### src/verilog/quad_out_pkg.sv
/*
  Shared constants and carriers for the incremental angle output block:
  layout and reset value of the control word, timing figures, pin bundle.
  Assumes a single 125 MHz system clock drives every user of this package.
*/
package quad_out_pkg;

  // Register location and reset value of the control word
  localparam logic [7:0] CTRL_OFFSET = 8'h19;
  localparam logic [23:0] CTRL_RESET = 24'h081024;
  // Writable bits; the rest are reserved and read as zero
  localparam logic [23:0] CTRL_RW_MASK = 24'h3f93ff;

  // Field positions
  localparam int SPACING_LSB = 16;
  localparam int SWAP_BIT = 15;
  localparam int HYST_EN_BIT = 12;
  localparam int INDEX_LSB = 8;
  localparam int OSC_FORCE_BIT = 7;
  localparam int PLL_FORCE_BIT = 6;
  localparam int OUT_EN_BIT = 5;
  localparam int COMM_SEL_BIT = 4;
  localparam int RES_LSB = 0;

  // Angle and resolution figures
  localparam int ANGLE_W = 14;
  localparam logic [3:0] RES_MIN = 4'h3;
  localparam logic [3:0] RES_MAX = 4'he;

  // Timing: one spacing unit and the clock period, both in ns
  localparam int SPACING_UNIT_NS = 125;
  localparam int CLK_PERIOD_NS = 8;

  typedef struct packed {
    logic [1:0] rsv_top;
    logic [5:0] edge_spacing_limit;
    logic output_polarity_swap;
    logic [1:0] rsv_mid;
    logic incremental_hysteresis_enable;
    logic [1:0] rsv_low;
    logic [1:0] index_window;
    logic osc_fault_force_high;
    logic pll_fault_force_high;
    logic incremental_output_enable;
    logic commutation_select;
    logic [3:0] resolution;
  } ctrl_s;

  // One bundle carries all three pin groups: A/U, B/V, I/W
  typedef struct packed {
    logic a_u;
    logic b_v;
    logic i_w;
  } pins_s;

endpackage

### src/verilog/quadrature_commutation_output.sv
/*
  Incremental angle output: turns the processed angle into quadrature A/B/I
  or U/V/W commutation levels, with edge spacing, hysteresis, polarity swap
  and fault forcing. Assumes angle and fault flags come from logic on sys_clk.
*/
`timescale 1ns/10ps
module quadrature_commutation_output (
  input wire logic sys_clk,
  input wire logic sys_rst,
  input wire logic clk_en,
  input wire logic ctrl_wr,
  input wire logic [23:0] ctrl_wdata,
  output logic [23:0] ctrl_rdata,
  input wire logic [13:0] angle,
  input wire logic [5:0] hysteresis,
  input wire logic oscillator_frequency_fault,
  input wire logic pll_lock_lost,
  output quad_out_pkg::pins_s pin_out,
  output quad_out_pkg::pins_s pin_oe,
  output logic [13:0] track_pos
);

  // Cycles per spacing setting, rounded up since it is a least time
  function automatic logic [10:0] spacing_cycles(input logic [5:0] n);
    int t;
    t = ((int'(n) + 1) * quad_out_pkg::SPACING_UNIT_NS + quad_out_pkg::CLK_PERIOD_NS - 1)
        / quad_out_pkg::CLK_PERIOD_NS;
    return t[10:0];
  endfunction

  // Angle weight of one quadrature state for resolution n (valid n only)
  function automatic logic [13:0] step_size(input logic [3:0] n);
    return 14'h0001 << (n - 4'h2);
  endfunction

  quad_out_pkg::ctrl_s ctrl, next_ctrl;
  logic [13:0] held, next_held;
  logic [13:0] next_pos;
  logic [10:0] timer, next_timer;
  quad_out_pkg::pins_s next_out, next_oe;
  logic res_ok, force_high, edge_step;
  logic [13:0] step, diff, hdiff, hmag, rel;
  logic [1:0] phase;
  logic [16:0] elec6;
  logic [13:0] elec;
  logic [2:0] sector, phase_code;

  assign ctrl_rdata = ctrl;

  // Control word; reserved bits are masked so they stay zero
  always_comb begin
    next_ctrl = ctrl;
    if (ctrl_wr) begin
      next_ctrl = quad_out_pkg::ctrl_s'(ctrl_wdata & quad_out_pkg::CTRL_RW_MASK);
    end
  end

  // Angle path and tracking position
  always_comb begin
    hdiff = angle - held;
    hmag = hdiff[13] ? 14'(-hdiff) : hdiff;
    next_held = held;
    if (!ctrl.incremental_hysteresis_enable || (hmag > {8'h00, hysteresis})) begin
      next_held = angle;
    end
    res_ok = (ctrl.resolution >= quad_out_pkg::RES_MIN) && (ctrl.resolution <= quad_out_pkg::RES_MAX);
    step = res_ok ? step_size(ctrl.resolution) : 14'h0001;
    diff = (held & ~(step - 14'h0001)) - track_pos;
    edge_step = res_ok && !ctrl.commutation_select && (diff != 14'h0000) && (timer == 11'h000);
    // one state per allowed edge, so a jump is walked out at the spaced rate
    next_pos = track_pos;
    next_timer = (timer != 11'h000) ? timer - 11'h001 : timer;
    if (edge_step) begin
      next_pos = diff[13] ? track_pos - step : track_pos + step;
      next_timer = (ctrl.edge_spacing_limit == 6'h00) ? 11'h000
                   : spacing_cycles(ctrl.edge_spacing_limit) - 11'h001;
    end
  end

  // Pin levels
  always_comb begin
    phase = 2'(track_pos >> (ctrl.resolution - 4'h2));
    rel = track_pos;
    // six sectors of the electrical angle
    // electrical angle scaled by pole pairs
    elec = 14'(held * ({10'h000, ctrl.resolution} + 14'h0001));
    elec6 = {3'h0, elec} * 17'h00006;
    sector = elec6[16:14];
    unique case (sector)
      3'h0: phase_code = 3'h4;
      3'h1: phase_code = 3'h6;
      3'h2: phase_code = 3'h2;
      3'h3: phase_code = 3'h3;
      3'h4: phase_code = 3'h1;
      default: phase_code = 3'h5;
    endcase
    next_out = ctrl.commutation_select ? quad_out_pkg::pins_s'(phase_code)
               : quad_out_pkg::pins_s'({phase[1], phase[1] ^ phase[0], 1'b0});
    if (!ctrl.commutation_select) begin
      unique case (ctrl.index_window)
        2'h0: next_out.i_w = (rel == 14'h0000);
        2'h1: next_out.i_w = (rel == 14'h0000) || (rel == 14'(-step));
        2'h2: next_out.i_w = (rel == 14'h0000) || (rel == 14'(-step)) || (rel == step);
        default: next_out.i_w = (rel == 14'h0000) || (rel == 14'(-step)) || (rel == step)
                                || (rel == 14'(-(step << 1)));
      endcase
      if (!res_ok) begin
        next_out = '0;
      end
    end
    // Oscillator and PLL fault forcing; both act before the polarity swap
    // flags come straight from the on-chip monitors
    force_high = (ctrl.osc_fault_force_high && oscillator_frequency_fault)
                 || (ctrl.pll_fault_force_high && pll_lock_lost);
    if (force_high) begin
      next_out = '1;
    end
    if (ctrl.output_polarity_swap) begin
      next_out = ~next_out;
    end
    // pins idle and undriven while disabled
    next_oe = ctrl.incremental_output_enable ? '1 : '0;
    if (!ctrl.incremental_output_enable) begin
      next_out = '0;
    end
  end

  // State registers; clk_en low freezes everything
  always_ff @(posedge sys_clk or posedge sys_rst) begin
    if (sys_rst) begin
      ctrl <= quad_out_pkg::ctrl_s'(quad_out_pkg::CTRL_RESET);
      held <= 14'h0000;
      track_pos <= 14'h0000;
      timer <= 11'h000;
      pin_out <= '0;
      pin_oe <= '0;
    end else if (clk_en) begin
      ctrl <= next_ctrl;
      held <= next_held;
      track_pos <= next_pos;
      timer <= next_timer;
      pin_out <= next_out;
      pin_oe <= next_oe;
    end
  end

  // Helper: cycles since the last quadrature step, saturating
  logic [10:0] since_step;
  always_ff @(posedge sys_clk or posedge sys_rst) begin
    if (sys_rst) begin
      since_step <= 11'h7ff;
    end else if (clk_en) begin
      since_step <= edge_step ? 11'h001 : ((since_step == 11'h7ff) ? since_step : since_step + 11'h001);
    end
  end

  spacing_held_a: assert property (@(posedge sys_clk) disable iff (sys_rst)
    edge_step && ctrl.edge_spacing_limit != 6'h00 |-> since_step >= spacing_cycles(ctrl.edge_spacing_limit))
    else $error("quadrature edges closer than spacing limit");

  // A step lands in track_pos one edge later and on the pins the edge after that
  gray_step_a: assert property (@(posedge sys_clk) disable iff (sys_rst)
    clk_en && edge_step && !force_high && ctrl.incremental_output_enable && !ctrl_wr
    ##1 clk_en && !force_high
    |=> $countones({pin_out.a_u, pin_out.b_v} ^ $past({pin_out.a_u, pin_out.b_v})) == 1)
    else $error("quadrature step did not move exactly one of A and B");

  hyst_raw_a: assert property (@(posedge sys_clk) disable iff (sys_rst)
    clk_en && !ctrl.incremental_hysteresis_enable |=> held == $past(angle))
    else $error("angle held although hysteresis disabled");

  index_mode_a: assert property (@(posedge sys_clk) disable iff (sys_rst)
    clk_en && ctrl.incremental_output_enable && !ctrl.commutation_select && !force_high && res_ok
    && ctrl.index_window == 2'h0 && !ctrl_wr |=> pin_out.i_w == (($past(track_pos) == 14'h0000) ^ ctrl.output_polarity_swap))
    else $error("index pulse outside zero window");

  osc_force_a: assert property (@(posedge sys_clk) disable iff (sys_rst)
    clk_en && ctrl.incremental_output_enable && ctrl.osc_fault_force_high && oscillator_frequency_fault
    && !ctrl_wr |=> pin_out == {3{~ctrl.output_polarity_swap}})
    else $error("outputs not forced on oscillator fault");

  pll_force_a: assert property (@(posedge sys_clk) disable iff (sys_rst)
    clk_en && ctrl.incremental_output_enable && ctrl.pll_fault_force_high && pll_lock_lost
    && !ctrl_wr |=> pin_out == {3{~ctrl.output_polarity_swap}})
    else $error("outputs not forced on PLL lock loss");

  disabled_idle_a: assert property (@(posedge sys_clk) disable iff (sys_rst)
    clk_en && !ctrl.incremental_output_enable && !ctrl_wr |=> pin_oe == '0 && pin_out == '0)
    else $error("pins active while output disabled");

  comm_code_a: assert property (@(posedge sys_clk) disable iff (sys_rst)
    clk_en && ctrl.incremental_output_enable && ctrl.commutation_select && !force_high && !ctrl_wr
    |=> pin_out != {3{ctrl.output_polarity_swap}} && pin_out != {3{~ctrl.output_polarity_swap}})
    else $error("illegal commutation code");

endmodule // quadrature_commutation_output

### config.mk
export PLATFORM = sky130hd
export DESIGN_NAME = quadrature_commutation_output
export DESIGN_NICKNAME = d
export VERILOG_FILES = /design/src/verilog/quad_out_pkg.sv /design/src/verilog/quadrature_commutation_output.sv
export SDC_FILE = /design/constraint.sdc
export NUM_CORES = 1
export LEC_CHECK = 0
export ABC_AREA = 0
export BUFFER_PORTS_ARGS = -buffer_cell sky130_fd_sc_hd__clkbuf_2
export CORE_AREA = 2 2 94 186
export CTS_CLUSTER_DIAMETER = 150
export DETAILED_ROUTE_END_ITERATION = 8
export DIE_AREA = 0 0 96 188
export HOLD_SLACK_MARGIN = 0.12
export PLACE_DENSITY = 0.85
export SLEW_MARGIN = 20
export SYNTH_ARGS = -nofsm -noshare
export SYNTH_HDL_FRONTEND = slang
export SYNTH_SLANG_ARGS = --single-unit
### constraint.sdc
create_clock -name sys_clk -period 20.2 [get_ports sys_clk]
set_input_delay 4.04 -clock sys_clk [delete_from_list [all_inputs] [get_ports sys_clk]]
set_output_delay 4.04 -clock sys_clk [all_outputs]
set_load 0.01 [all_outputs]
==> flow_metrics.py <==
metrics = {
    "drt": {
        "routed_wl_mm": 29.5,
        "via_count": 9716,
        "antenna_left": 0,
        "first_pass_iters": 5,
        "drt-initial-drc-count": 597,
        "drc": 0,
        "wl_per_cell_microns": 19.2,
        "avgViaCountPerCell": 6.33,
    },
    "synth": {
        "async_flop_share_pct": 100,
        "synth-warning-count": 0,
        "ys.flop_type": "dfrtp_1",
        "synth.top_cells.by_count": "152 x inv_1, 143 x ha_1, 86 x nand2_1, 83 x nor2_1, 76 x xnor2_1",
        "avgSynthCellArea_sq_um": 8.39,
        "synthTopCellsByArea": "ha_1 17%, dfrtp_1 13%, fa_1 9.4%",
        "yosysTopAreaCell": "ha_1",
        "synth-seq-cells": 61,
        "syn_inst": 1266,
        "netlist.area_leader.share_pct": 16.8,
        "netlist_area_sq_um": 10600,
        "ys_seq_area_share_pct": 14.4,
        "yosysMostFrequentCell": "inv_1",
        "synth-edff-count": 0,
        "synth_cell_types": 80,
    },
    "layout": {
        "syn_to_final_growth_pct": 7.85,
        "final-seq-area_sq_um": 1530,
        "multi_input_area_sq_um": 8330,
        "antenna_cells": 0,
        "fill_cells": 1343,
        "finalInstanceArea_sq_um": 11500,
        "drive_above_1_share_pct": 13.0,
        "nets": 1566,
    },
    "cts": {
        "cts_hold_buf": 0,
        "tritoncts.num_buffers": 9,
        "clock_path_buffers": 2,
        "clkLatencyLatePin_ns": 0.35,
        "clkSinkCount": 61,
        "cts_root_buf": "clkbuf_16",
        "cts_resized": 0,
        "cts_tree": "built",
        "cts_setup_buffers": 0,
        "clk_pin_slew_ns": 0.06,
        "cts_htree_levels": 3,
    },
    "placement": {
        "dpl.hpwl_mm": 23.5,
        "io_buffer_count": 81,
        "dpl_cell_area_sq_um": 11100,
        "gp_congestion": 0.986,
    },
    "power": {
        "p_per_area_nw_per_um2": 185,
        "p_leak_nw": 5.65,
        "finalPower_w": 0.00212,
        "ir_worst_vdd_mv": 0.253,
    },
    "die": {
        "start_util_pct": 63.7,
        "die_y_microns": 188,
        "core-area_sq_um": 16700,
        "io_pins": 94,
        "die_area_sq_um": 18000,
        "die_w_microns": 96,
        "rows": 67,
    },
    "timing": {
        "grt_setup_unrepaired": "no",
        "tns_ns": 0,
        "drv_slew": 0,
        "relSlewSlack_pct": 28.6,
        "holdWs_ns": 0.492,
        "layout_min_cycle_time_ns": 8.60,
        "hold_violations": 0,
        "fmax_ghz": 0.116,
        "worst_pin_slew_ns": 1.06,
        "setup_viol": 0,
        "period_share_pct": 42.6,
        "skew_ns": 0.0117,
    },
    "worst_setup_path": {
        "critPathKind": "input pin to flip-flop",
        "start_kind": "input pin",
        "path_max_fanout": 14,
        "required_ns": 20.43,
        "endpoint_kind": "flip-flop",
        "critPathArrivalTime_ns": 8.83,
    },
    "min_path": {
        "hold_path_class": "flip-flop to flip-flop",
    },
    "run_status": {
        "status": "complete, no violations",
    },
    "global_routing": {
        "grt_max_degree": 62,
        "track_usage_pct": 34.0,
        "grt_pass1_wl_mm": 47.9,
        "gr-total-overflow": 0,
        "grt_pass1_vias": 10261,
        "grt_antenna_before_repair": 0,
    },
    "job": {
        "maxCapViolCount": 0,
    },
}
==> final cells by class <==
cell class / count / area share (%)
inverter: 152 / 4.98
multi-input combinational: 1013 / 72.7
sequential: 61 / 13.4
clock buffer: 9 / 1.97
timing repair buffer: 86 / 3.87
clock inverter: 7 / 0.863
tap: 207 / 2.26
==> through the flow <==
step | util [%] | setup WS [ns] | std cells
after floorplan | - | 11.86 | 1271
after global placement | 66.7 | 11.42 | 1519
after detailed placement | 66.7 | 11.35 | 1519
after CTS | 68.7 | 11.70 | 1535
after global routing | 68.7 | 11.29 | 1535
final | 68.7 | 11.60 | 1535
==> registers in the layout, summed over array words and instances, names as in the netlist <==
signal / flops
ctrl_rdata: 18
held: 14
pin_out: 3
pin_oe: 1
timer: 11
track_pos: 14
==> path summary, 6_finish.rpt <==
kind	cells after the start	slack, ns	start	end
worst max-delay path	18	11.60	angle[7]	held[12]
min in group asynchronous	3	3.92	sys_rst	ctrl_rdata[4]
worst min-delay path	2	0.49	pin_out[2]	pin_out[2]
worst max register to register	27	11.86	ctrl_rdata[0]	pin_out[2]
worst min register to register	2	0.49	pin_out[2]	pin_out[2]
max in group asynchronous	3	15.69	sys_rst	ctrl_rdata[0]
==> metal layers <==
layer  track usage [%]  part of all wire, %  vias to the layer above
met2              62.4                   55                      332
met5                 0                    0                        -
met4              26.2                  8.4                        0
met3              5.34                  4.4                      156
met1              31.5                   32                     4710
li1                  -                    -                     4518
==> placed cells by master (no fill, tap or decap), types with 10 or more instances in the layout <==
cell      instances
a211oi_1         13
a21o_1           23
a21oi_1          52
a31oi_1          10
and2_1           34
and3_1           18
clkbuf_2         81
dfrtp_1          57
fa_1             50
ha_1            143
inv_1           151
mux2_2           35
mux2i_1          11
nand2_1          86
nand2b_1         13
nand3_1          28
nor2_1           83
nor2b_1          20
nor3_1           31
nor4_1           21
o21a_1           15
o21ai_0          51
o21ai_1          10
o31ai_1          10
or2_2            10
xnor2_1          76
xor2_1           31
==> logic make-up (layout without fill, tap and decap cells) <==
kind of cell | Yosys count | after routing | share of synthesized area [%]
and+or+nand+nor | 384 | 384 | 18.4
other | 1 | 6 | 0.0353
adders and majority gates | 193 | 193 | 26.3
xor gates and xnor gates | 114 | 114 | 10.3
AOI/OAI and AO/OA | 262 | 262 | 16.7
muxes | 54 | 54 | 6.44
buffers and inverters | 197 | 254 | 7.36
DFF | 61 | 61 | 14.4
==> critical path, stage by stage <==
cell and delay [ns]:
clkbuf_2 0.10, ha_1 0.36, nand2_1 0.09, nand2_1 0.05
a2111oi_0 0.72, a211oi_1 0.17, a211oi_1 0.19, buf_4 0.22
mux2_2 0.36, ha_1 0.29, nor2b_1 0.13, o21a_1 0.16
o21ai_0 0.15, nand2b_1 0.07, a211oi_1 0.25, o2111ai_1 0.20
o41ai_4 0.85, mux2_2 0.42
==> power by group <==
| group | total (W) | internal, W | switching, W |
|---|---|---|---|
| sequential | 0.000179 | 0.000143 | 0.0000360 |
| clock | 0.000177 | 0.000109 | 0.0000680 |
| combinational | 0.00176 | 0.000757 | 0.00101 |
(Power assumes the default switching activity.)
